## config.mk

```make
export PLATFORM = sky130hd
export DESIGN_NAME = slope_adc_timer_capture
export DESIGN_NICKNAME = d
export VERILOG_FILES = /design/src/rtl/slope_adc_pkg.sv /design/src/rtl/slope_adc_timer_capture.sv
export SDC_FILE = /design/constraint.sdc
export NUM_CORES = 1
export LEC_CHECK = 0
export ABC_CLOCK_PERIOD_IN_PS = 1700
export BUFFER_PORTS_ARGS = -buffer_cell sky130_fd_sc_hd__buf_4
export CAP_MARGIN = 20
export CORE_MARGIN = 2
export CORE_UTILIZATION = 49
export DETAILED_ROUTE_END_ITERATION = 8
export GPL_ROUTABILITY_DRIVEN = 1
export PLACE_DENSITY_LB_ADDON = 0.05
export SLEW_MARGIN = 40
export SYNTH_ARGS = -nofsm -noshare
export SYNTH_HDL_FRONTEND = slang
export SYNTH_SLANG_ARGS = --single-unit
```

## constraint.sdc

```tcl
create_clock -name i_ref_clk -period 1.7 [get_ports i_ref_clk]
set_input_delay 0 -clock i_ref_clk [delete_from_list [all_inputs] [get_ports i_ref_clk]]
set_output_delay 0 -clock i_ref_clk [all_outputs]
set_load 0.01 [all_outputs]
```

## src/rtl/slope_adc_pkg.sv

```systemverilog
// Purpose: Constants and types for the slope converter timer and capture block
// Assumes: Registers are eight bits wide, one per 32-bit Avalon word
// Notes: Byte address of a register is four times its index
package slope_adc_pkg;
  localparam int ADDR_W = 10;
  localparam logic [7:0] IDX_CPU_IRQ_CTL = 8'h0B;
  localparam logic [7:0] IDX_PERIPH_FLAG = 8'h0C;
  localparam logic [7:0] IDX_TIMER_LOW = 8'h0E;
  localparam logic [7:0] IDX_TIMER_HIGH = 8'h0F;
  localparam logic [7:0] IDX_CAPTURE_LOW = 8'h15;
  localparam logic [7:0] IDX_CAPTURE_HIGH = 8'h16;
  localparam logic [7:0] IDX_SLEEP_CTL = 8'h1D;
  localparam logic [7:0] IDX_CONV_CTL0 = 8'h1F;
  localparam logic [7:0] IDX_PERIPH_ENABLE = 8'h8C;
  localparam logic [7:0] IDX_CONV_CTL1 = 8'h9F;
  localparam int BIT_GLOBAL_EN = 7;
  localparam int BIT_PERIPH_EN = 6;
  localparam int BIT_CAPTURE = 1;
  localparam int BIT_ROLLOVER = 0;
  localparam int BIT_REF_PD = 5;
  localparam int BIT_CONV_PD = 0;
  localparam int BIT_RAMP_RESET = 1;
  localparam logic [7:0] CTL0_MASK = 8'hF7;
  localparam logic [7:0] CTL0_RESET = 8'h02;
  localparam logic [7:0] CTL1_RESET = 8'h00;
  localparam logic [7:0] SLEEP_MASK = 8'h21;
  localparam logic [7:0] SLEEP_RESET = 8'h21;
  localparam logic [7:0] FLAG_MASK = 8'h03;
  localparam logic [7:0] IRQ_CTL_MASK = 8'hC0;
  localparam logic [15:0] TIMER_RESET = 16'h0000;
  localparam logic [15:0] TIMER_MAX = 16'hFFFF;
  localparam logic [15:0] CAPTURE_RESET = 16'h0000;
  localparam int RAMP_DISCHARGE_US = 200;
  localparam int CLK_MHZ = 250;
  localparam int RAMP_DISCHARGE_CYC = RAMP_DISCHARGE_US * CLK_MHZ;

  typedef struct packed {
    logic read;
    logic write;
    logic [ADDR_W-1:0] address;
    logic [31:0] writedata;
    logic [3:0] byteenable;
  } avmm_req_type;

  typedef struct packed {
    logic [3:0] channel_sel;
    logic [3:0] current_sel;
    logic ramp_discharge;
    logic current_enable;
    logic reference_power_down;
    logic converter_power_down;
  } analog_ctl_type;
endpackage : slope_adc_pkg

```

## src/rtl/slope_adc_timer_capture.sv

```systemverilog
// Purpose: Timer, capture and register slave of a slope converter
// Assumes: i_ref_clk is the chosen conversion oscillator; i_ramp_cmp is asynchronous
// Notes: Every access takes one wait cycle; unmapped reads return zero
`timescale 1ns/1ps
module slope_adc_timer_capture (
  input wire logic i_ref_clk,
  input wire logic i_reset_n,
  input wire slope_adc_pkg::avmm_req_type i_avs,
  output logic [31:0] o_avs_readdata,
  output logic o_avs_waitrequest,
  input wire logic i_ramp_cmp,
  output slope_adc_pkg::analog_ctl_type o_analog,
  output logic o_irq
);

  logic ack;
  logic req;
  logic wr_commit;
  logic reg_hit;
  logic [7:0] idx;
  logic [7:0] wbyte;
  logic [15:0] ramp_count_timer;
  logic [15:0] capture_value;
  logic [7:0] converter_ctl0;
  logic [7:0] converter_ctl1;
  logic [7:0] sleep_ctl_reg;
  logic [7:0] periph_enable_reg;
  logic [7:0] cpu_irq_ctl_reg;
  logic capture_flag;
  logic rollover_flag;
  logic high_pending;
  logic timer_armed;
  logic capture_done;
  logic cmp_s1;
  logic cmp_s2;
  logic cmp_s3;
  logic cmp_level;
  logic cmp_fall;
  logic cap_strobe;
  logic ramp_reset_ctl;
  logic powered;
  logic running;
  logic wr_tmr_low;
  logic wr_tmr_high;
  logic wr_cap_low;
  logic wr_cap_high;
  logic wr_flag;
  logic tmr_wr;
  logic next_irq;
  logic [7:0] next_rdata;

  // Bus decode: one wait cycle, then the access completes
  assign req = i_avs.read | i_avs.write;
  assign o_avs_waitrequest = req & ~ack;
  assign idx = i_avs.address[9:2];
  assign reg_hit = (i_avs.address[1:0] == 2'h0);
  assign wr_commit = i_avs.write & ack & i_avs.byteenable[0] & reg_hit;
  assign wbyte = i_avs.writedata[7:0];
  assign wr_tmr_low = wr_commit & (idx == slope_adc_pkg::IDX_TIMER_LOW);
  assign wr_tmr_high = wr_commit & (idx == slope_adc_pkg::IDX_TIMER_HIGH);
  assign wr_cap_low = wr_commit & (idx == slope_adc_pkg::IDX_CAPTURE_LOW);
  assign wr_cap_high = wr_commit & (idx == slope_adc_pkg::IDX_CAPTURE_HIGH);
  assign wr_flag = wr_commit & (idx == slope_adc_pkg::IDX_PERIPH_FLAG);
  assign tmr_wr = wr_tmr_low | wr_tmr_high;

  always_ff @(posedge i_ref_clk or negedge i_reset_n) begin
    if (!i_reset_n) begin
      ack <= 1'b0;
    end else begin
      ack <= req & ~ack;
    end
  end

  always_comb begin
    next_rdata = 8'h00;
    if (reg_hit) begin
      case (idx)
        slope_adc_pkg::IDX_TIMER_LOW: next_rdata = ramp_count_timer[7:0];
        slope_adc_pkg::IDX_TIMER_HIGH: next_rdata = ramp_count_timer[15:8];
        slope_adc_pkg::IDX_CAPTURE_LOW: next_rdata = capture_value[7:0];
        slope_adc_pkg::IDX_CAPTURE_HIGH: next_rdata = capture_value[15:8];
        slope_adc_pkg::IDX_PERIPH_FLAG: begin
          next_rdata[slope_adc_pkg::BIT_CAPTURE] = capture_flag;
          next_rdata[slope_adc_pkg::BIT_ROLLOVER] = rollover_flag;
        end
        slope_adc_pkg::IDX_PERIPH_ENABLE: next_rdata = periph_enable_reg;
        slope_adc_pkg::IDX_CPU_IRQ_CTL: next_rdata = cpu_irq_ctl_reg;
        slope_adc_pkg::IDX_SLEEP_CTL: next_rdata = sleep_ctl_reg;
        slope_adc_pkg::IDX_CONV_CTL0: next_rdata = converter_ctl0;
        slope_adc_pkg::IDX_CONV_CTL1: next_rdata = converter_ctl1;
        default: next_rdata = 8'h00;
      endcase
    end
  end

  always_ff @(posedge i_ref_clk or negedge i_reset_n) begin
    if (!i_reset_n) begin
      o_avs_readdata <= 32'h00000000;
    end else if (i_avs.read & ~ack) begin
      o_avs_readdata <= {24'h000000, next_rdata};
    end
  end

  // Control registers; reserved bits are masked so they read as zero
  always_ff @(posedge i_ref_clk or negedge i_reset_n) begin
    if (!i_reset_n) begin
      converter_ctl0 <= slope_adc_pkg::CTL0_RESET;
      converter_ctl1 <= slope_adc_pkg::CTL1_RESET;
      sleep_ctl_reg <= slope_adc_pkg::SLEEP_RESET;
      periph_enable_reg <= 8'h00;
      cpu_irq_ctl_reg <= 8'h00;
    end else if (wr_commit) begin
      case (idx)
        slope_adc_pkg::IDX_CONV_CTL0: converter_ctl0 <= wbyte & slope_adc_pkg::CTL0_MASK;
        slope_adc_pkg::IDX_CONV_CTL1: converter_ctl1 <= wbyte;
        slope_adc_pkg::IDX_SLEEP_CTL: sleep_ctl_reg <= wbyte & slope_adc_pkg::SLEEP_MASK;
        slope_adc_pkg::IDX_PERIPH_ENABLE: periph_enable_reg <= wbyte & slope_adc_pkg::FLAG_MASK;
        slope_adc_pkg::IDX_CPU_IRQ_CTL: cpu_irq_ctl_reg <= wbyte & slope_adc_pkg::IRQ_CTL_MASK;
        default: begin
        end
      endcase
    end
  end

  assign ramp_reset_ctl = converter_ctl0[slope_adc_pkg::BIT_RAMP_RESET];
  assign powered = ~sleep_ctl_reg[slope_adc_pkg::BIT_REF_PD] & ~sleep_ctl_reg[slope_adc_pkg::BIT_CONV_PD];
  assign running = powered & ~ramp_reset_ctl & timer_armed;

  // Analog side controls; the current source stays off while discharging
  always_ff @(posedge i_ref_clk or negedge i_reset_n) begin
    if (!i_reset_n) begin
      o_analog <= '0;
    end else begin
      o_analog.channel_sel <= converter_ctl0[7:4];
      o_analog.current_sel <= converter_ctl1[7:4];
      o_analog.ramp_discharge <= ramp_reset_ctl;
      o_analog.current_enable <= powered & ~ramp_reset_ctl;
      o_analog.reference_power_down <= sleep_ctl_reg[slope_adc_pkg::BIT_REF_PD];
      o_analog.converter_power_down <= sleep_ctl_reg[slope_adc_pkg::BIT_CONV_PD];
    end
  end

  // A low byte written without a fresh high byte leaves the timer stopped
  always_ff @(posedge i_ref_clk or negedge i_reset_n) begin
    if (!i_reset_n) begin
      high_pending <= 1'b0;
      timer_armed <= 1'b1;
    end else if (wr_tmr_high) begin
      high_pending <= 1'b1;
    end else if (wr_tmr_low) begin
      high_pending <= 1'b0;
      timer_armed <= high_pending;
    end
  end

  // Clock source selection happens ahead of i_ref_clk, so either oscillator works
  always_ff @(posedge i_ref_clk or negedge i_reset_n) begin
    if (!i_reset_n) begin
      ramp_count_timer <= slope_adc_pkg::TIMER_RESET;
    end else if (wr_tmr_high) begin
      ramp_count_timer[15:8] <= wbyte;
    end else if (wr_tmr_low) begin
      ramp_count_timer[7:0] <= wbyte;
    end else if (running) begin
      ramp_count_timer <= ramp_count_timer + 16'h0001;
    end
  end

  // Comparator synchroniser; a level counts once the second and third stages agree
  always_ff @(posedge i_ref_clk or negedge i_reset_n) begin
    if (!i_reset_n) begin
      cmp_s1 <= 1'b0;
      cmp_s2 <= 1'b0;
      cmp_s3 <= 1'b0;
      cmp_level <= 1'b0;
    end else begin
      cmp_s1 <= i_ramp_cmp;
      cmp_s2 <= cmp_s1;
      cmp_s3 <= cmp_s2;
      if (cmp_s2 == cmp_s3) begin
        cmp_level <= cmp_s3;
      end
    end
  end

  assign cmp_fall = cmp_level & ~cmp_s2 & ~cmp_s3;
  assign cap_strobe = cmp_fall & ~capture_done & ~ramp_reset_ctl & powered;

  // A new conversion cycle begins with the ramp reset, which re-arms capture
  always_ff @(posedge i_ref_clk or negedge i_reset_n) begin
    if (!i_reset_n) begin
      capture_done <= 1'b0;
    end else if (ramp_reset_ctl) begin
      capture_done <= 1'b0;
    end else if (cap_strobe) begin
      capture_done <= 1'b1;
    end
  end

  always_ff @(posedge i_ref_clk or negedge i_reset_n) begin
    if (!i_reset_n) begin
      capture_value <= slope_adc_pkg::CAPTURE_RESET;
    end else if (wr_cap_high) begin
      capture_value[15:8] <= wbyte;
    end else if (wr_cap_low) begin
      capture_value[7:0] <= wbyte;
    end else if (cap_strobe) begin
      capture_value <= ramp_count_timer;
    end
  end

  // Hardware set beats a software clear in the same cycle
  always_ff @(posedge i_ref_clk or negedge i_reset_n) begin
    if (!i_reset_n) begin
      capture_flag <= 1'b0;
      rollover_flag <= 1'b0;
    end else begin
      if (cap_strobe) begin
        capture_flag <= 1'b1;
      end else if (wr_flag) begin
        capture_flag <= wbyte[slope_adc_pkg::BIT_CAPTURE];
      end
      if (running && !tmr_wr && ramp_count_timer == slope_adc_pkg::TIMER_MAX) begin
        rollover_flag <= 1'b1;
      end else if (wr_flag) begin
        rollover_flag <= wbyte[slope_adc_pkg::BIT_ROLLOVER];
      end
    end
  end

  always_comb begin
    next_irq = cpu_irq_ctl_reg[slope_adc_pkg::BIT_GLOBAL_EN] & cpu_irq_ctl_reg[slope_adc_pkg::BIT_PERIPH_EN]
      & ((capture_flag & periph_enable_reg[slope_adc_pkg::BIT_CAPTURE])
      | (rollover_flag & periph_enable_reg[slope_adc_pkg::BIT_ROLLOVER]));
  end

  always_ff @(posedge i_ref_clk or negedge i_reset_n) begin
    if (!i_reset_n) begin
      o_irq <= 1'b0;
    end else begin
      o_irq <= next_irq;
    end
  end
endmodule : slope_adc_timer_capture

```

== Yosys cells after proc, flatten, opt, wreduce, memory -nomap -nowiden ==
Index checks and enable logic that the tools add are counted.

* $add $sub $neg: 1
* Equal/unequal tests: 14
* Mux-type cells: 19
* Bitwise gates (word level): 34
* Reductions and logical operators: 22

{| class="wikitable"
|+ Operator list
! operator !! number
|-
| $mux W8 || 7
|-
| $pmux W6 S8 || 1
|-
| $eq A8 B4 Y1 const B || 4
|-
| $eq A8 B5 Y1 const B || 4
|-
| $mux W16 || 2
|-
| $and A1 B1 Y1 || 22
|-
| $reduce_and A2 Y1 || 10
|-
| $pmux W2 S9 || 1
|-
| $add A16 B1 Y16 const B || 1
|-
| $eq A16 B16 Y1 const B || 1
|-
| $eq A8 B8 Y1 const B || 2
|-
| $reduce_bool A2 Y1 || 8
|-
| $not A1 Y1 || 9
|-
| $mux W1 || 8
|-
| $ne A2 B1 Y1 const B || 2
|-
| $or A1 B1 Y1 || 3
|-
| $logic_and A1 B1 Y1 || 2
|-
| $logic_not A2 Y1 || 1
|-
| $eq A1 B1 Y1 || 1
|-
| $logic_not A1 Y1 || 1
|}

* Register bits after elaboration: 84
* Bits of input ports: 51
* Logic and storage cells: 117

== Logic depth before layout (Yosys ltp) ==
Gate-level depths: netlist of the first run.

* Depth in word-level cells: 9
* Gate-level depth with buffers: 8
* Depth with buffers taken out: 6

== Worst setup path before layout of the first run ==
No wires, ideal clock.

* Path type: reg2reg
* Start: register ack
* End: register converter_ctl0[2]
* Setup time: 0.128 ns
* Arrival time: 1.488 ns
* Required time: 1.572 ns
* Path slack: 0.085 ns
* Cell stages (with the launch flop): 7
* Path buffers: 2
* Period minus slack after synthesis: 1.615 ns
* Path through: dfrtp_1 and4bb_1 and2_1 buf_2 and3_1 buf_2 mux2_1

* Cells in the longest elaborated chain, start to end: 4

{| class="wikitable"
|+ Ends and longest elaborated chain
! element !! RTL line !! text
|-
| from (decl) || slope_adc_timer_capture.sv:16 || <nowiki>logic ack;</nowiki>
|-
| from (signal assigned) || slope_adc_timer_capture.sv:70 || <nowiki>ack <= req & ~ack;</nowiki>
|-
| $and A1 B1 Y1 (3 in series) || slope_adc_timer_capture.sv:57 || <nowiki>assign wr_commit = i_avs.write & ack & i_avs.byteenable[0] & reg_hit;</nowiki>
|-
| $reduce_and A2 Y1 (no source line) || - ||
|-
| to (signal assigned) || slope_adc_timer_capture.sv:107 || <nowiki>converter_ctl0 <= slope_adc_pkg::CTL0_RESET;</nowiki>
|-
| to (signal assigned) || slope_adc_timer_capture.sv:114 || <nowiki>slope_adc_pkg::IDX_CONV_CTL0: converter_ctl0 <= wbyte & slope_adc_pkg::CTL0_MASK;</nowiki>
|-
| to (decl) || slope_adc_timer_capture.sv:24 || <nowiki>logic [7:0] converter_ctl0;</nowiki>
|}

Every way passes these cells.
A chain may end at the register's enable or synchronous reset.

== Final worst setup path of the first run ==
* Start: register timer_armed
* End: register ramp_count_timer[13]

* Cells in the longest elaborated chain, start to end: 3

{| class="wikitable"
|+ Ends and longest elaborated chain
! element !! RTL line !! text
|-
| from (decl) || slope_adc_timer_capture.sv:32 || <nowiki>logic timer_armed;</nowiki>
|-
| from (signal assigned) || slope_adc_timer_capture.sv:152 || <nowiki>timer_armed <= high_pending;</nowiki>
|-
| $and A1 B1 Y1 || slope_adc_timer_capture.sv:127 || <nowiki>assign running = powered & ~ramp_reset_ctl & timer_armed;</nowiki>
|-
| $reduce_bool A2 Y1 (no source line) || - ||
|-
| $reduce_and A2 Y1 (no source line) || - ||
|-
| to (signal assigned) || slope_adc_timer_capture.sv:159 || <nowiki>ramp_count_timer <= slope_adc_pkg::TIMER_RESET;</nowiki>
|-
| to (signal assigned) || slope_adc_timer_capture.sv:161 || <nowiki>ramp_count_timer[15:8] <= wbyte;</nowiki>
|-
| to (signal assigned) || slope_adc_timer_capture.sv:165 || <nowiki>ramp_count_timer <= ramp_count_timer + 16'h0001;</nowiki>
|-
| to (decl) || slope_adc_timer_capture.sv:22 || <nowiki>logic [15:0] ramp_count_timer;</nowiki>
|}

Every way passes these cells.

==> results of run 1 <==
worst paths after layout:
check                       startpoint                   end  slack [ps]  cells past startpoint
max                        timer_armed  ramp_count_timer[13]          10                      7
min                          i_reset_n           o_analog[4]         100                      2
max reg2reg                timer_armed  ramp_count_timer[13]          10                      7
min reg2reg                     cmp_s1                cmp_s2         380                      0
max in group asynchronous    i_reset_n           timer_armed         930                      3
min in group i_ref_clk       i_avs[44]     o_avs_readdata[5]         110                      5
layout by cell type (no fill, tap or decap), drive strengths merged, types with 3 or more instances in the layout:
cell and n:
buf 81, dfrtp 80, a21oi 36, nor2 34
nand2 32, mux2i 26, mux2 26, conb 24
nand3 20, nand4 19, o21ai 18, dlygate4sd3 14
nor3 11, a22oi 10, clkbuf 10, o22ai 7
xor2 7, inv 6, and3 5, nor2b 4
and4 4, dfstp 4, and2 4, clkinvlp 3
repair_timing:
| action | 4_1_cts | 5_1_grt |
|---|---|---|
| resized for setup | 4 | 8 |
| endpoints found under the setup margin | 34 | 42 |
| pin swaps | 1 | 19 |
| hold endpoints to repair | 128 | 0 |
| hold buffers | 14 | 0 |
| buffers inserted | 1 | 1 |
synth_stat cells, drive strengths merged (5+ instances only):
cell type   n  area (um^2)
o21ai      18         90.1
clkbuf      9         33.8
o22ai       7         43.8
nand3      20          100
xor2        7         61.3
a22oi      10         80.1
mux2       26          300
nor3       11         65.1
a21oi      36          180
nand4      19          119
dfrtp      80         2000
and3        5         31.3
nor2       34          128
buf        39          275
nand2      32          120
mux2i      26          260
cells by family (layout without fill, tap and decap cells):
logic type	count (synthesis)	count (layout)	share of synthesized area, %
and+or+nand+nor	149	149	18.4
AOI/OAI and AO/OA	85	85	11.6
DFF	84	84	47.7
muxes	52	52	12.7
buffers and inverters	52	115	7.34
xor gates and xnor gates	8	8	1.59
adders and majority gates	2	2	0.510
other	1	24	0.0849
area by class of cell:
class,count,share of cell area (%)
Sequential cell,84,39.3
Multi-Input combinational cell,320,39.3
Timing Repair Buffer,95,15.3
Tap cell,108,2.52
Clock buffer,10,2.38
Clock inverter,6,0.911
Inverter,4,0.280
worst max-delay path, cell delays in order (launching register included):
cell,delay [ps]
dfstp_2,550
nor4b_4,180
buf_4,170
buf_6,120
and3_4,180
nand4_1,110
xor2_1,170
o21ai_1,130
power by group through the flow:
stage / registers [mW] / logic [mW] / clock network (mW)
finish: 2.12 / 0.424 / 1.32
global route: 2.12 / 0.470 / 1.43
CTS: 2.11 / 0.418 / 1.35
detailed placement: 2.15 / 0.391 / 0
global placement: 2.15 / 0.387 / 0
floorplan: 2.14 / 0.247 / 0
metal layers:
layer	GRT usage, %	share of wire (%)	vias to the layer above
met5	0	0	-
met4	8.75	2.0	0
met3	2.98	4.9	17
met2	40.7	48	115
met1	35.6	45	1773
li1	-	-	1690
stage by stage:
step / area, um^2 / worst slack (ps)
3_5_place_dp: 4980 / -63.0
6_report: 5360 / 12.8
3_3_place_gp: 4980 / 19.8
5_1_grt: 5360 / -71.0
4_1_cts: 5330 / 2.45
2_1_floorplan: 4500 / 84.9
==> metrics.md, run 1 <==
| Metric | Value |
|---|---|
| Routed len/inst | `18.8 um` |
| Startpoint Class | `register` |
| Final core utilization | `61.4%` |
| Power Dens Cells | `720 mW/mm^2` |
| Number of CTS-inserted buffers | `9` |
| Core area | `0.00872 mm^2` |
| Clock latency on the worst-skew pair | `360 ps` |
| DP Cell Count | `595` |
| Asr flop ratio synth | `100%` |
| Die width | `98.9 um` |
| Synth warnings | `0` |
| GRT Total Usage | `25.3%` |
| Reg power frac | `54.8%` |
| Sw frac | `27.6%` |
| NumNets Final | `566` |
| Worst setup EP type | `register` |
| Post-Route WL | `11.8 mm` |
| WHS | `97.7 ps` |
| Logic gate share of total power | `11.0%` |
| Final Setup Violations | `0` |
| Slew Viols, Final | `0` |
| Syn avg cell area | `10.2 um^2` |
| Period minus WS final | `1690 ps` |
| Final Instance Count excl. Fillers | `627` |
| Gate Count Post-Synth | `433` |
| Count of final hold-check violations | `0` |
| Largest net degree at the start of global routing | `55` |
| Leak | `2.55 nW` |
| Max Cap Viol | `0` |
| Initial antenna violation count | `0` |
| Synth Cell Area | `0.00442 mm^2` |
| Clock Power Share | `34.2%` |
| Primary FF master, synth | `dfrtp_1` |
| Register area | `0.00211 mm^2` |
| Period utilisation layout | `99.2%` |
| Int Power | `2.80 mW` |
| Vias per cell | `5.73` |
| Top Registers | `capture_value: 16 flops, ramp_count_timer: 16 flops, o_analog: 12 flops` |
| I/O Buffers | `45` |
| Reg clk slew, reported paths | `90 ps` |
| Status | `finished, final reports clean` |
| Post-route ant nets | `0` |
| H-tree depth | `3` |
| Total power draw | `3.86 mW` |
| RSZ-0062 raised after global routing | `true` |
| Switching Power | `1.06 mW` |
| Tightest Pin Transition | `501 ps` |
| Starting Density | `50.6%` |
| Worst Path Required | `1990 ps` |
| Layout cells sized above 1 | `25.0%` |
| Library cells used by synthesis | `57` |
| CTS tree | `done` |
| DRT iter0 DRCs | `181` |
| Area Growth Syn to Fin | `21.4%` |
| Vias | `3,595` |
| Number of remaining DRC errors | `0` |
| Detail Placement HPWL | `8.56 mm` |
| IO Pins | `97` |
| Final setup TNS | `0 ps` |
| Seq/Total Area, Yosys | `47.7%` |
| Grt ovf | `0` |
| First-pass GRT wire length | `19.0 mm` |
| Fillers | `751` |
| Critical Path Fanout Max | `6` |
| Row count | `34` |
| Crit path DAT | `1980 ps` |
| Max Root-Sink Buffers | `2` |
| Clock root cell | `clkbuf_8` |
| Clock Skews | `7.18 ps` |
| Peak Freq | `0.593 GHz` |
| Die height | `98.9 um` |
| GP Congestion | `0.927` |
| Hold Path Class | `input pin to asynchronous set/reset pin` |
| Synthesized flop and latch total | `84` |
| CTS Sinks | `84` |
| Diodes inserted | `0` |
| Setup Crit Path Kind | `register to register` |
| Die area | `0.00979 mm^2` |
| Max-slew headroom | `66.6%` |
| Vias in the first global route | `3,519` |
| Max VDD drop | `0.000404 V` |
| Multi-input gate area | `0.00211 mm^2` |
| Post-synth EDFFs | `0` |
| Drt pass-1 iters | `5` |
Power figures use the tool's default switching activity.
==> inputs of run 2 (changes only) <==
--- a/config.mk
+++ b/config.mk
@@ -5,11 +5,12 @@
 export SDC_FILE = /design/constraint.sdc
 export NUM_CORES = 1
 export LEC_CHECK = 0
+export ABC_AREA = 1
 export ABC_CLOCK_PERIOD_IN_PS = 1700
 export BUFFER_PORTS_ARGS = -buffer_cell sky130_fd_sc_hd__buf_4
 export CAP_MARGIN = 20
 export CORE_MARGIN = 2
-export CORE_UTILIZATION = 49
+export CORE_UTILIZATION = 50
 export DETAILED_ROUTE_END_ITERATION = 8
 export GPL_ROUTABILITY_DRIVEN = 1
 export PLACE_DENSITY_LB_ADDON = 0.05
==> run 2 against run 1 <==
Effect of this change: first-iteration DRC count rose by 27%; clock power rose by 11%; count of clock-buffer cells in the layout fell by 1; power rose by 38%; worst hold slack got worse by 50 ps; area after synthesis rose by 7.3%; wire length rose by 7.3%; flip-flop and latch count did not move.
==> metrics.md, run 2 <==
| Metric | Value |
|---|---|
| Status | `finished, final reports clean` |
| Die width | `101 um (+2.4%)` |
| H-tree depth | `3 (unchanged)` |
| Period minus WS final | `1600 ps (-89.8 ps)` |
| Final setup TNS | `0 ps (unchanged)` |
| CP cell instances | `inv_1, nand2_1, nor2_2, o21ai_2, inv_2, nand2_1, o21ai_1` |
| GRT Total Usage | `26.6% (+1.4 points)` |
| GP Congestion | `0.886 (-4.5%)` |
| Clock root cell | `clkbuf_8` |
| Seq/Total Area, Yosys | `44.5% (-3.2 points)` |
| Crit path DAT | `1850 ps (-130 ps)` |
| CTS Sinks | `84 (unchanged)` |
| Grt ovf | `0 (unchanged)` |
| Largest net degree at the start of global routing | `54 (-1.8%)` |
| Count of final hold-check violations | `0 (unchanged)` |
| I/O Buffers | `45 (unchanged)` |
| Gate Count Post-Synth | `639 (+48%)` |
| Row count | `35 (+2.9%)` |
| Hold Path Class | `input pin to register` |
| NumNets Final | `761 (+34%)` |
| CTS tree | `done` |
| Peak Freq | `0.626 GHz (+5.6%)` |
| Clock Power Share | `27.5% (-6.7 points)` |
| Synth area leaders | `dfrtp_1, nand2_1, nand3_1, nor2_1, buf_4` |
| Period utilisation layout | `94.0% (-5.3 points)` |
| Routed len/inst | `15.3 um (-18%)` |
| Setup Crit Path Kind | `register to register` |
| Critical Path Fanout Max | `10 (+4)` |
| Asr flop ratio synth | `100% (unchanged)` |
| Sw frac | `35.8% (+8.3 points)` |
| Synthesized flop and latch total | `84 (unchanged)` |
| Drt pass-1 iters | `5 (unchanged)` |
| WHS | `48.1 ps (-49.6 ps)` |
| Clock latency on the worst-skew pair | `370 ps (about the same)` |
| Starting Density | `51.5% (+0.88 points)` |
| Die height | `101 um (+2.4%)` |
| Vias | `4,268 (+19%)` |
| Area Growth Syn to Fin | `16.6%` |
| Power Dens Cells | `962 mW/mm^2 (+34%)` |
| Synth warnings | `0 (unchanged)` |
| CP max-delay cell | `dfstp_2` |
| Int Power | `3.41 mW (+22%)` |
| Detail Placement HPWL | `9.33 mm (+8.9%)` |
| DRT iter0 DRCs | `229 (+27%)` |
| Primary FF master, synth | `dfrtp_1` |
| Startpoint Class | `register` |
| Diodes inserted | `0 (unchanged)` |
| Max Root-Sink Buffers | `2 (unchanged)` |
| Core area | `0.00920 mm^2 (+5.5%)` |
| Vias in the first global route | `4,098 (+16%)` |
| Post-route ant nets | `0 (unchanged)` |
| Vias per cell | `5.17 (-9.8%)` |
| Logic gate share of total power | `23.7% (+13 points)` |
| Clock Skews | `17.7 ps (+10.5 ps)` |
| Most frequent CP cell | `nand2_1` |
| Post-synth EDFFs | `0 (unchanged)` |
| Top Registers | `capture_value: 16 flops, ramp_count_timer: 16 flops, o_analog: 12 flops` |
| Max VDD drop | `0.000654 V (+62%)` |
| IO Pins | `97 (unchanged)` |
| Number of remaining DRC errors | `0 (unchanged)` |
| Commonest non-fill, non-tap cell in the layout | `nand2_1` |
| Fillers | `881 (+17%)` |
| Final Setup Violations | `0 (unchanged)` |
| Layout cells sized above 1 | `16.7% (-8.4 points)` |
| Initial antenna violation count | `0 (unchanged)` |
| Number of CTS-inserted buffers | `9 (unchanged)` |
| Worst setup EP type | `register` |
| Commonest cells in the netlist | `nand2_1, nand3_1, dfrtp_1` |
| RSZ-0062 raised after global routing | `false` |
| Leak | `2.94 nW (+15%)` |
| Top cell type's share of synthesized area | `42.3% (-3.1 points)` |
| Synth Cell Area | `0.00474 mm^2 (+7.3%)` |
| Max Cap Viol | `0 (unchanged)` |
| Reg power frac | `48.8% (-6.0 points)` |
| Switching Power | `1.90 mW (+79%)` |
| Post-Route WL | `12.7 mm (+7.3%)` |
| Reg clk slew, reported paths | `110 ps (+20 ps)` |
| Most common cell in the netlist | `nand2_1` |
| Syn avg cell area | `7.41 um^2 (-27%)` |
| Synth area leader | `dfrtp_1` |
| First-pass GRT wire length | `21.0 mm (+10%)` |
| Slew Viols, Final | `0 (unchanged)` |
| Die area | `0.0103 mm^2 (+4.9%)` |
| Most frequent cells in the layout | `nand2_1, nand3_1, dfrtp_1` |
| Worst Path Required | `1950 ps (-40 ps)` |
| Worst stage delay on the critical path | `560 ps (about the same)` |
| Library cells used by synthesis | `34 (-40%)` |
[run 2: worst max-delay path: cells and delay by family, from the launching register on]
family | cells | cell delay, ps
flip-flops | 1 | 560
AO/OA/AOI/OAI | 2 | 360
AND/OR/NAND/NOR | 3 | 320
buffers and inverters | 2 | 230
[run 2: through the flow]
step / instances / power, mW / util (%) / worst slack (ps) / cell area, um^2
after floorplan: 662 / 3.42 / - / 306 / 4820
after global placement: 798 / 3.82 / 56.4 / 150 / 5190
after detailed placement: 798 / 3.85 / 56.4 / 131 / 5190
after CTS: 825 / 5.33 / 59.8 / 102 / 5500
after global routing: 825 / 5.67 / 60.1 / 13.6 / 5520
final: 825 / 5.31 / 60.1 / 103 / 5520
[run 2: layer usage]
layer  vias up  routed length, um  track usage [%]
met1      1992               5590             35.8
met4         0                399             10.5
li1       2136                  -                -
met2       115               6140             43.6
met5         -                  0                0
met3        25                525             4.00
[run 2: layout make-up]
cell class | instances | area [um^2] | share of cell area (%)
clock buffers | 9 | 124 | 2.24
repair buffers | 75 | 616 | 11.1
well taps | 111 | 139 | 2.51
flip-flops and latches | 84 | 2110 | 38.2
inverters | 47 | 184 | 3.33
clock inverters | 7 | 76.3 | 1.38
multi-input cells | 492 | 2280 | 41.2
[run 2: logic make-up (layout without fill, tap and decap cells)]
family / after synthesis / in the layout / synth area share, %
adder cells (fa/ha/maj): 1 / 1 / 0.264
XOR/XNOR: 8 / 8 / 1.48
buffers and inverters: 86 / 138 / 9.80
flip-flops: 84 / 84 / 44.5
AO/OA/AOI/OAI: 59 / 59 / 6.50
other: 1 / 24 / 0.0792
AND/OR/NAND/NOR: 400 / 400 / 37.4
[run 2: final timing paths]
kind                            slack [ps]         startpoint  cells after the start                  end
worst min-delay path                    50           i_avs[9]                      3    converter_ctl0[5]
worst min register to register         370             cmp_s1                      0               cmp_s2
min in group asynchronous              110          i_reset_n                      2          o_analog[9]
worst max register to register         100  converter_ctl0[1]                      7  ramp_count_timer[3]
max in group asynchronous              900          i_reset_n                      3          timer_armed
worst max-delay path                   100  converter_ctl0[1]                      7  ramp_count_timer[3]
[run 2: power by group through the flow]
stage	registers (mW)	clock network (mW)	logic, mW
finish	2.59	1.46	1.26
detailed placement	2.63	0	1.23
floorplan	2.55	0	0.871
global placement	2.62	0	1.20
global route	2.64	1.57	1.45
CTS	2.59	1.49	1.25
[run 2: what timing repair did]
item | in CTS | in global routing
hold buffers | 11 | 0
hold endpoints to repair | 93 | 0
setup buffers | 0 | 0
setup endpoints to repair | 0 | 7
resized for setup | 0 | 6
==> inputs of run 3 (changes only) <==
--- a/config.mk
+++ b/config.mk
@@ -9,6 +9,7 @@
 export ABC_CLOCK_PERIOD_IN_PS = 1700
 export BUFFER_PORTS_ARGS = -buffer_cell sky130_fd_sc_hd__buf_4
 export CAP_MARGIN = 20
+export CORE_ASPECT_RATIO = 0.7
 export CORE_MARGIN = 2
 export CORE_UTILIZATION = 50
 export DETAILED_ROUTE_END_ITERATION = 8
==> constraint.sdc (replaced) <==
create_clock -name i_ref_clk -period 1.7 [get_ports i_ref_clk]
set_input_delay 0.17 -clock i_ref_clk [delete_from_list [all_inputs] [get_ports i_ref_clk]]
set_output_delay 0.17 -clock i_ref_clk [all_outputs]
set_load 0.01 [all_outputs]
==> run 3 against run 2 <==
Effect of this change: flip-flop and latch count unchanged; non-clock buffer count is 7 higher; first-iteration DRC count increased by 71%; worst setup slack improved by 25 ps; clock skew is 14 ps lower; power grew 9.5%; core utilization increased by 1.7 points; critical path type unchanged; largest cell class unchanged; highest routed layer unchanged.
==> metrics.md, run 3 (synthesis gave the netlist of run 2 again) <==
| Metric | Value |
|---|---|
| Top Registers | `capture_value: 16 flops, ramp_count_timer: 16 flops, o_analog: 12 flops` |
| Core area | `0.00914 mm^2 (-0.57%)` |
| Largest net degree at the start of global routing | `56 (+3.7%)` |
| H-tree depth | `3 (unchanged)` |
| GRT Total Usage | `27.5% (+0.86 points)` |
| Peak Freq | `0.636 GHz (+1.6%)` |
| Post-Route WL | `13.0 mm (+2.5%)` |
| Worst r2r path cells | `9 (+2)` |
| Hold Path Class | `input pin to register` |
| Final setup TNS | `0 ps (unchanged)` |
| Drt pass-1 iters | `7 (+2)` |
| DP Cell Count | `823 (+3.1%)` |
| Vias in the first global route | `4,058 (-0.98%)` |
| Post-route ant nets | `0 (unchanged)` |
| Startpoint Class | `register` |
| Die width | `120 um (+19%)` |
| RSZ-0062 raised after global routing | `true` |
| Clock latency on the worst-skew pair | `350 ps (-20 ps)` |
| Most frequent cells in the layout | `nand2_1, nand3_1, dfrtp_1` |
| Final Instance Count excl. Fillers | `845 (+2.4%)` |
| Final Setup Violations | `0 (unchanged)` |
| Period minus WS final | `1570 ps (-24.7 ps)` |
| Commonest non-fill, non-tap cell in the layout | `nand2_1` |
| Routed len/inst | `15.4 um (+0.10%)` |
| Diodes inserted | `0 (unchanged)` |
| Number of CTS-inserted buffers | `9 (unchanged)` |
| Count of final hold-check violations | `0 (unchanged)` |
| Die height | `85.4 um (-16%)` |
| WHS | `60.1 ps (+12.0 ps)` |
| Worst Setup EP | `capture_value[13]` |
| Worst reg2reg startpoint | `sleep_ctl_reg[5]` |
| Max VDD drop | `0.000569 V (-13%)` |
| Reg2Reg Setup Slack | `130 ps (+20 ps)` |
| Sw frac | `33.8% (-2.0 points)` |
| Place WS | `63.4 ps (-67.2 ps)` |
| Detail Placement HPWL | `9.42 mm (+1.0%)` |
| Clock Power Share | `33.4% (+5.9 points)` |
| DRT iter0 DRCs | `392 (+71%)` |
| Initial antenna violation count | `0 (unchanged)` |
| CTS Sinks | `84 (unchanged)` |
| Leak | `3.03 nW (+3.1%)` |
| Row count | `29 (-17%)` |
| Vias | `4,347 (+1.9%)` |
| Crit path DAT | `1810 ps (-40 ps)` |
| Clock root cell | `clkbuf_16` |
| IO Pins | `97 (unchanged)` |
| Clock Skews | `3.84 ps (-13.9 ps)` |
| Critical Path Fanout Max | `6 (-4)` |
| Final WS setup | `127 ps (+24.7 ps)` |
| Max Cap Viol | `0 (unchanged)` |
| Die area | `0.0103 mm^2 (+0.12%)` |
| First-pass GRT wire length | `21.4 mm (+1.7%)` |
| GP Congestion | `0.921 (+4.0%)` |
| Status | `finished, final reports clean` |
| Area Growth Syn to Fin | `19.2%` |
| Final core utilization | `61.8% (+1.7 points)` |
| Logic gate share of total power | `21.4% (-2.3 points)` |
| Setup Crit Path Kind | `register to register` |
| Layout cells sized above 1 | `18.7% (+2.1 points)` |
| I/O Buffers | `45 (unchanged)` |
| Worst Path Required | `1940 ps (about the same)` |
| Max Root-Sink Buffers | `2 (unchanged)` |
| Reg power frac | `45.2% (-3.6 points)` |
| Starting Density | `51.8% (+0.30 points)` |
| Number of remaining DRC errors | `0 (unchanged)` |
| Switching Power | `1.97 mW (+3.4%)` |
| Worst r2r dst | `capture_value[13]` |
| NumNets Final | `768 (+0.92%)` |
| Vias per cell | `5.14 (-0.56%)` |
| Slew Viols, Final | `0 (unchanged)` |
| Grt ovf | `0 (unchanged)` |
| Reg clk slew, reported paths | `70 ps (-40 ps)` |
| Int Power | `3.85 mW (+13%)` |
| Period utilisation layout | `92.5% (-1.5 points)` |
| Worst setup EP type | `register` |
| Power Dens Cells | `1030 mW/mm^2 (+7.1%)` |
| Critical Path Start | `sleep_ctl_reg[5]` |
| CTS tree | `done` |
[run 3: cell count changes in the layout (fill, tap and decap cells not counted), sizes merged]
cell,before,now
clkinvlp,0,2
dlygate4sd3,11,2
clkinv,3,1
buf,64,80
[run 3: how the worst min path moves through the flow]
stage / cells past startpoint / slack [ps] / to / from
2_1_floorplan: 0 / -130 / ack / i_reset_n
3_3_place_gp: 1 / -6 / cmp_level / i_reset_n
3_5_place_dp: 1 / -2 / cmp_level / i_reset_n
4_1_cts: 3 / 60 / ramp_count_timer[10] / i_avs[6]
5_1_grt: 3 / 90 / ramp_count_timer[10] / i_avs[6]
6_report: 3 / 60 / ramp_count_timer[10] / i_avs[6]
[run 3: power by group through the flow]
stage                     Sequential, mW  Clock [mW]  Combinational (mW)
after floorplan                     2.55           0               0.871
after global placement              2.64           0                1.19
after detailed placement            2.65           0                1.22
after CTS                           2.62        1.97                1.23
after global routing                2.67        2.06                1.44
final                               2.63        1.94                1.25
[run 3: area by class of cell]
type                            instances  area [um^2]
Inverter                               47          184
Multi-Input combinational cell        492         2270
Fill cell                             840         3500
Clock inverter                          7         63.8
Sequential cell                        84         2110
Clock buffer                            9          225
Tap cell                              124          155
Timing Repair Buffer                   82          646
[run 3: layer usage]
metal  GRT usage [%]  part of all wire, %  up-vias
met5               0                    0        -
met4            7.93                  1.8        0
met3            6.99                  7.8       22
met2            40.7                   44      144
met1            40.1                   47     2030
li1                -                    -     2151
[run 3: per-stage QoR]
step                      instance area, um^2  power [mW]
after detailed placement                 5290        3.87
after CTS                                5600        5.82
after global routing                     5650        6.16
after floorplan                          4820        3.42
after global placement                   5290        3.83
final                                    5650        5.82
[run 3: what timing repair did]
item,in CTS,in global routing
gates resized for setup,0,4
setup endpoints to repair,0,14
buffers inserted,0,4
hold buffers,2,0
hold endpoints to repair,82,0
[run 3: critical path, cell delays in order, from the launching register on]
cell     delay (ps)
dfstp_2         370
nor2_1          100
buf_4           130
nand2_1          80
buf_4           140
nor2_1          170
nand2_2         160
buf_4           180
nand3_1          60
nand2_1          60
